## src/verilog/radio_ctl_pkg.sv

```systemverilog
// Shared types and constants for the radio start-up, reset and crystal control.
// Assumes a single 20 MHz crystal-derived clock and same-clock command strobes.
package radio_ctl_pkg;

    // ========================================================================
    // Timing
    // ========================================================================
    localparam int unsigned CLK_PERIOD_NS      = 50;
    // Time the core holds ready low after a soft reset while defaults reload
    localparam int unsigned SOFT_SETTLE_NS     = 1000;
    localparam int unsigned SOFT_SETTLE_CYC    =
        (SOFT_SETTLE_NS + CLK_PERIOD_NS - 1) / CLK_PERIOD_NS;
    localparam int unsigned SETTLE_W           = 6;
    localparam logic [5:0]  SETTLE_LOAD        = SOFT_SETTLE_CYC[5:0];

    // ========================================================================
    // General output 0 divider
    // ========================================================================
    localparam int unsigned GO0_DIV            = 192;
    localparam int unsigned DIV_W              = 7;
    localparam logic [6:0]  DIV_HALF_LAST      = 7'(GO0_DIV / 2 - 1);
    localparam logic [6:0]  DIV_RESET          = 7'h00;
    localparam logic        GO0_SEL_RESET      = 1'b0;

    // ========================================================================
    // State numbers reported to software
    // ========================================================================
    localparam int unsigned STATE_NUM_W        = 5;
    localparam logic [4:0]  NUM_SLEEP          = 5'h00;
    localparam logic [4:0]  NUM_IDLE           = 5'h01;
    localparam logic [4:0]  NUM_CRYSTAL_OFF_STATE           = 5'h02;
    localparam logic [4:0]  NUM_WAKE           = 5'h03;
    localparam logic [4:0]  NUM_UNDERFLOW      = 5'h16;

    typedef enum logic [6:0] {
        ST_IDLE      = 7'h01,
        ST_CRYSTAL_OFF_STATE_ARM  = 7'h02,
        ST_SLEEP_ARM = 7'h04,
        ST_CRYSTAL_OFF_STATE      = 7'h08,
        ST_SLEEP     = 7'h10,
        ST_WAKE      = 7'h20,
        ST_UNDERFLOW = 7'h40
    } ctl_state_t;

    // Command strobes from the serial port decoder
    typedef struct packed {
        logic soft_reset;
        logic crystal_off;
        logic power_down;
        logic go_idle;
    } strobe_t;

    // Static configuration held by the host-facing register logic
    typedef struct packed {
        logic xosc_force_on;
        logic go0_sel_we;
        logic go0_sel;
    } ctl_cfg_t;

endpackage

```

## src/verilog/radio_reset_ctl.sv

```systemverilog
// Start-up, reset, crystal gating and core regulator control of the radio.
// Assumes strobes come from the serial decoder on CLK_I; chip select and the
// oscillator-stable flag are asynchronous and are synchronised here.
//
// Contract
// State changes come from host strobes or internal events like a transmit underflow.
// The current state is reported as a number on the state number status output.
// After any reset general output 0 carries the crystal clock divided by 192.
// The host should reselect general output 0 after reset to stop the divided clock.
// Chip ready low goes low when power-up is done and shows on serial out with chip select low.
// After reset the controller sits in IDLE with the crystal oscillator running.
// With chip select low before the oscillator is stable, serial out shows high then low.
// The soft reset strobe restores all defaults and puts the controller in IDLE.
// For manual power-up the host toggles chip select, waits, then sends a soft reset.
// After first power-up the host needs only the soft reset strobe to reset.
// The oscillator is gated automatically unless force-on is set, even in SLEEP.
// In automatic mode crystal-off leads to CRYSTAL_OFF_STATE and power-down to SLEEP, only from IDLE.
// After such a strobe the oscillator stops on chip select high and restarts on low.
// After restart the host waits for serial out low before using the port.
// SLEEP disables the core regulator once chip select goes high after power-down.
// Chip select low in SLEEP re-enables regulator and oscillator and returns to IDLE.
// Crystal-off and power-down strobes outside IDLE are ignored.
`timescale 1ns/1ps

module radio_reset_ctl
    import radio_ctl_pkg::*;
(
    input  wire logic                   CLK_I,
    input  wire logic                   RESET_I,
    input  wire logic                   CSN_I,
    input  wire logic                   XOSC_STABLE_I,
    input  wire strobe_t                STROBE_I,
    input  wire logic                   TX_UNDERFLOW_I,
    input  wire ctl_cfg_t               CFG_I,
    output logic                        SO_O,
    output logic                        SO_OE_O,
    output logic                        XOSC_EN_O,
    output logic                        REG_EN_O,
    output logic                        GO0_O,
    output logic [STATE_NUM_W-1:0]      STATE_NUM_O
);

    // ========================================================================
    // State record
    // ========================================================================
    typedef struct packed {
        ctl_state_t             state;
        logic [STATE_NUM_W-1:0] state_num;
        logic [DIV_W-1:0]       div_cnt;
        logic                   div_clk;
        logic                   go0_sel;
        logic                   go0;
        logic [SETTLE_W-1:0]    settle;
        logic                   xosc_en;
        logic                   reg_en;
        logic                   cs_meta;
        logic                   cs_sync;
        logic                   stable_meta;
        logic                   stable_sync;
    } core_t;

    localparam core_t CORE_RESET = '{
        state:       ST_IDLE,
        state_num:   NUM_IDLE,
        div_cnt:     DIV_RESET,
        div_clk:     1'b0,
        go0_sel:     GO0_SEL_RESET,
        go0:         1'b0,
        settle:      SETTLE_LOAD,
        xosc_en:     1'b1,
        reg_en:      1'b1,
        cs_meta:     1'b1,
        cs_sync:     1'b1,
        stable_meta: 1'b0,
        stable_sync: 1'b0
    };

    core_t r;
    core_t r_nxt;

    logic  ready;

    function automatic logic [STATE_NUM_W-1:0] num_of(input ctl_state_t s);
        logic [STATE_NUM_W-1:0] n;
        n = NUM_IDLE;
        unique case (s)
            ST_SLEEP:     n = NUM_SLEEP;
            ST_CRYSTAL_OFF_STATE:      n = NUM_CRYSTAL_OFF_STATE;
            ST_WAKE:      n = NUM_WAKE;
            ST_UNDERFLOW: n = NUM_UNDERFLOW;
            default:      n = NUM_IDLE;
        endcase
        return n;
    endfunction

    // Core is ready once the oscillator is stable, soft reset has settled and the state is not WAKE, CRYSTAL_OFF_STATE or SLEEP
    assign ready = r.stable_sync && (r.settle == '0) && (r.state != ST_WAKE)
                   && (r.state != ST_CRYSTAL_OFF_STATE) && (r.state != ST_SLEEP);

    // ========================================================================
    // Next state
    // ========================================================================
    always_comb begin
        r_nxt = r;
        r_nxt.cs_meta     = CSN_I;
        r_nxt.cs_sync     = r.cs_meta;
        r_nxt.stable_meta = XOSC_STABLE_I;
        r_nxt.stable_sync = r.stable_meta;

        if (r.settle != '0) begin
            r_nxt.settle = r.settle - 1'b1;
        end

        // Free-running divide by 192 for general output 0
        if (r.div_cnt == DIV_HALF_LAST) begin
            r_nxt.div_cnt = '0;
            r_nxt.div_clk = ~r.div_clk;
        end else begin
            r_nxt.div_cnt = r.div_cnt + 1'b1;
        end
        if (CFG_I.go0_sel_we) begin
            r_nxt.go0_sel = CFG_I.go0_sel;
        end

        unique case (r.state)
            ST_IDLE: begin
                // Crystal-off and power-down strobes are honoured only here
                if (STROBE_I.power_down) begin
                    r_nxt.state = ST_SLEEP_ARM;
                end else if (STROBE_I.crystal_off && !CFG_I.xosc_force_on) begin
                    r_nxt.state = ST_CRYSTAL_OFF_STATE_ARM;
                end else if (TX_UNDERFLOW_I) begin
                    r_nxt.state = ST_UNDERFLOW;
                end
            end
            ST_CRYSTAL_OFF_STATE_ARM: begin
                if (r.cs_sync) begin
                    r_nxt.state = ST_CRYSTAL_OFF_STATE;
                end
            end
            ST_SLEEP_ARM: begin
                if (r.cs_sync) begin
                    r_nxt.state = ST_SLEEP;
                end
            end
            ST_CRYSTAL_OFF_STATE, ST_SLEEP: begin
                if (!r.cs_sync) begin
                    r_nxt.state = ST_WAKE;
                end
            end
            ST_WAKE: begin
                if (r.stable_sync) begin
                    r_nxt.state = ST_IDLE;
                end
            end
            ST_UNDERFLOW: begin
                if (STROBE_I.go_idle) begin
                    r_nxt.state = ST_IDLE;
                end
            end
            default: begin
                r_nxt.state = ST_IDLE;
            end
        endcase

        // Soft reset outranks everything and reloads every default
        if (STROBE_I.soft_reset) begin
            r_nxt.state   = ST_IDLE;
            r_nxt.div_cnt = DIV_RESET;
            r_nxt.div_clk = 1'b0;
            r_nxt.go0_sel = GO0_SEL_RESET;
            r_nxt.settle  = SETTLE_LOAD;
        end

        // Force-on keeps the crystal alive even through SLEEP
        r_nxt.xosc_en = CFG_I.xosc_force_on ||
                        !((r_nxt.state == ST_CRYSTAL_OFF_STATE) || (r_nxt.state == ST_SLEEP));
        r_nxt.reg_en    = (r_nxt.state != ST_SLEEP);
        r_nxt.state_num = num_of(r_nxt.state);
        // Select 1 hands the pin over to the inverted ready flag, low once ready
        r_nxt.go0       = r_nxt.go0_sel ? ~ready : r_nxt.div_clk;
    end

    always_ff @(posedge CLK_I) begin
        if (RESET_I) begin
            r <= CORE_RESET;
        end else begin
            r <= r_nxt;
        end
    end

    // ========================================================================
    // Outputs
    // ========================================================================
    // Serial out is only driven while chip select is low; it then shows the
    // not-ready level, so an early select sees high first
    assign SO_OE_O     = ~r.cs_sync;
    assign SO_O        = ~ready;
    assign XOSC_EN_O   = r.xosc_en;
    assign REG_EN_O    = r.reg_en;
    assign GO0_O       = r.go0;
    assign STATE_NUM_O = r.state_num;
endmodule

```

## config.mk

```make
export PLATFORM = sky130hd
export DESIGN_NAME = radio_reset_ctl
export DESIGN_NICKNAME = d
export VERILOG_FILES = /design/src/verilog/radio_ctl_pkg.sv /design/src/verilog/radio_reset_ctl.sv
export SDC_FILE = /design/constraint.sdc
export NUM_CORES = 1
export LEC_CHECK = 0
export ABC_AREA = 1
export BUFFER_PORTS_ARGS = -buffer_cell sky130_fd_sc_hd__buf_2
export CORE_MARGIN = 4
export CORE_UTILIZATION = 56
export DETAILED_ROUTE_END_ITERATION = 8
export PLACE_DENSITY = 0.78
export SETUP_SLACK_MARGIN = 0.15
export SLEW_MARGIN = 5
export SYNTH_ARGS = -nofsm -noshare
export SYNTH_HDL_FRONTEND = slang
export SYNTH_SLANG_ARGS = --single-unit
```

## constraint.sdc

```tcl
create_clock -name CLK_I -period 3.1 [get_ports CLK_I]
set_input_delay 0 -clock CLK_I [delete_from_list [all_inputs] [get_ports CLK_I]]
set_output_delay 0 -clock CLK_I [all_outputs]
set_load 0.005 [all_outputs]
```

==> impl_metrics.csv <==
group,metric,value,unit
synthesis,postSynthCellCount,209,
finish,finalInstanceArea,1790,µm²
routing,drc,0,
timing,period_share,56.3,%
timing,worst_slack,1.35,ns
finish,area_growth,14.4,%
global_routing,grt_pass1_wl,5430,µm
place,place_area,1660,µm²
clocking,cts_sinks,32,
global_routing,grt_antenna_before_repair,0,
routing,drtIter0Drc,78,
worst_setup_path,worst_r2r_startpoint,"r[6]",
die,rows,18,
pwr,total_power,0.000826,W
synthesis,synth-seq-cells,32,
die,chipHeight,60.8,µm
worst_hold_path,holdPathStages,4,
global_routing,first_global_vias,1292,
clocking,clock_latency,0.34,ns
worst_setup_path,cp-end-kind,"primary output",
die,dieArea,3700,µm²
timing,rsz0062_at_grt,"no",
clocking,cts_buffers,5,
place,placed_cells,253,
clocking,cts-htree-levels,2,
worst_setup_path,path_max_fanout,5,
finish,mostFrequentLayoutCells,"36 x nand2_1, 32 x dfxtp_1, 29 x inv_1, 22 x nor2_1, 20 x buf_2",
synthesis,synth_edf_count,0,
synthesis,syn_nets,223,
job,max-cap-violations,0,
die,io_pins,22,
finish,nets,249,
clocking,clk_pin_slew_worst_paths,0.11,ns
outcome,status,"complete, no violations",
synthesis,ys_warn_count,0,
worst_setup_path,critPathLaunch,"r[6]",
clocking,root_buffer,"clkbuf_4",
routing,vias_per_cell,4.93,
die,die_w,60.8,µm
worst_setup_path,path_class,"flip-flop to primary output",
synthesis,syn_avg_cell_area,7.48,µm²
synthesis,ys_async_sr_fraction,0,%
timing,skew,0.00981,ns
timing,fmax,573,MHz
clocking,post_cts.repair.setup_buffers,0,
die,core-area,2570,µm²
worst_setup_path,arrival,1.75,ns
pwr,cellPowerDensity,462,nW/µm²
clocking,cts-hold-fix-buffers,5,
routing,final_antenna_net_count,0,
finish,final_common_cell,"nand2_1",
global_routing,grt_use_total,20.4,%
synthesis,yosysSeqAreaShare,41.0,%
worst_hold_path,min_from,"STROBE_I[1]",
die,start_util,60.9,%
finish,layout-drive-gt1-share,26.7,%
synthesis,synth_cell_types,36,
worst_setup_path,startpoint_type,"flip-flop",
global_routing,grt_overflow_total,0,
place,dp_hpwl,2390,µm
timing,slew_violations,0,
worst_setup_path,r2r_cells,11,
worst_hold_path,hold_class,"input port to flip-flop",
clocking,clockBufferDepth,2,
routing,wirelength,3160,µm
finish,fillCellCount,226,
routing,first_pass_iters,4,
routing,vias,1312,
timing,hold_viol_final,0,
timing,tns,0,ns
place,place.gp.congestion,0.949,
place,place_ws,1.66,ns
synthesis,netlist_area,1560,µm²
global_routing,grt_max_degree,14,
finish,stdcell_count,266,
routing,post_drt_wl_per_cell,11.9,µm
timing,period_minus_slack,1.75,ns
synthesis,synth_ff_type,"dfxtp_1",
timing,setup_viol,0,
place,io_buffers,20,
worst_setup_path,crit_required,3.10,ns
finish,antenna_cells,0,
clocking,cts_tree,"done",
clocking,cts_resized,0,
pwr,ir_drop,0.423,mV
pwr,leakage,0.847,nW
## state kept, by name, indices dropped and copies added, names as in the netlist
register	flops
REG_EN_O	1
STATE_NUM_O	3
XOSC_EN_O	1
r	26
GO0_O	1
## worst max-delay path, cell delays in order (launching register included)
cell	delay (ns)
dfxtp_1	0.32
clkinv_2	0.06
ha_1	0.19
inv_1	0.06
nor3_2	0.18
nand2_2	0.10
nor2_4	0.14
nand3_2	0.09
nor2_2	0.10
inv_1	0.05
buf_2	0.12
## synthesized netlist by cell type, types with 2 or more instances
cell | count | area, µm²
a21oi_1 | 5 | 25.0
buf_4 | 5 | 37.5
dfxtp_1 | 32 | 641
ha_1 | 2 | 25.0
inv_1 | 29 | 109
inv_2 | 8 | 30.0
nand2_1 | 36 | 135
nand2_2 | 7 | 43.8
nand2_4 | 3 | 33.8
nand3_1 | 13 | 65.1
nand3_2 | 4 | 40.0
nand3b_1 | 3 | 22.5
nor2_1 | 22 | 82.6
nor2_2 | 4 | 25.0
nor2_4 | 3 | 33.8
nor3_1 | 5 | 25.0
nor4_1 | 2 | 12.5
o21ai_0 | 7 | 35.0
or2_2 | 2 | 12.5
## layout make-up
class,instances,area (µm²),area share (%)
Clock buffer,5,37.5,2.10
Clock inverter,3,42.5,2.38
Inverter,38,144,8.05
Multi-Input combinational cell,133,736,41.1
Sequential cell,32,641,35.8
Tap cell,30,37.5,2.10
Timing Repair Buffer,25,150,8.40
## logic make-up (layout without fill, tap and decap cells)
family / Yosys count / in the layout / synth area share (%)
and+or+nand+nor: 110 / 110 / 37.4
xor gates and xnor gates: 2 / 2 / 1.12
adders and majority gates: 2 / 2 / 1.60
buffers and inverters: 44 / 71 / 11.9
other: 1 / 1 / 0.240
AOI/OAI and AO/OA: 17 / 17 / 6.08
muxes: 1 / 1 / 0.641
DFF: 32 / 32 / 41.0
## metal layers
layer	wire length [µm]	part of all wire, %	vias up	global-route usage [%]
li1	-	-	696	-
met1	1250	40	583	21.7
met2	1680	53	27	36.6
met3	157	5.0	6	6.60
met4	62	2.0	0	8.98
met5	0	0	-	0
## per-stage QoR
step / hold slack [ns] / utilization, %
floorplan: 0.0783 / -
global placement: 0.189 / 64.6
detailed placement: 0.191 / 64.6
CTS: 0.0170 / 69.6
global route: 0.0529 / 69.6
finish: 0.0336 / 69.6
## where the power goes
group / internal [W] / switching, W
logic: 0.0000332 / 0.0000465
clock network: 0.000168 / 0.000148
registers: 0.000422 / 0.00000819
total: 0.000624 / 0.000202
## path summary, 6_finish.rpt
path         slack, ns    end
max               1.35   SO_O
min               0.03  r[27]
max reg2reg       1.64  GO0_O
min reg2reg       0.41   r[2]
Note: power is estimated with default switching activity, not from simulation.
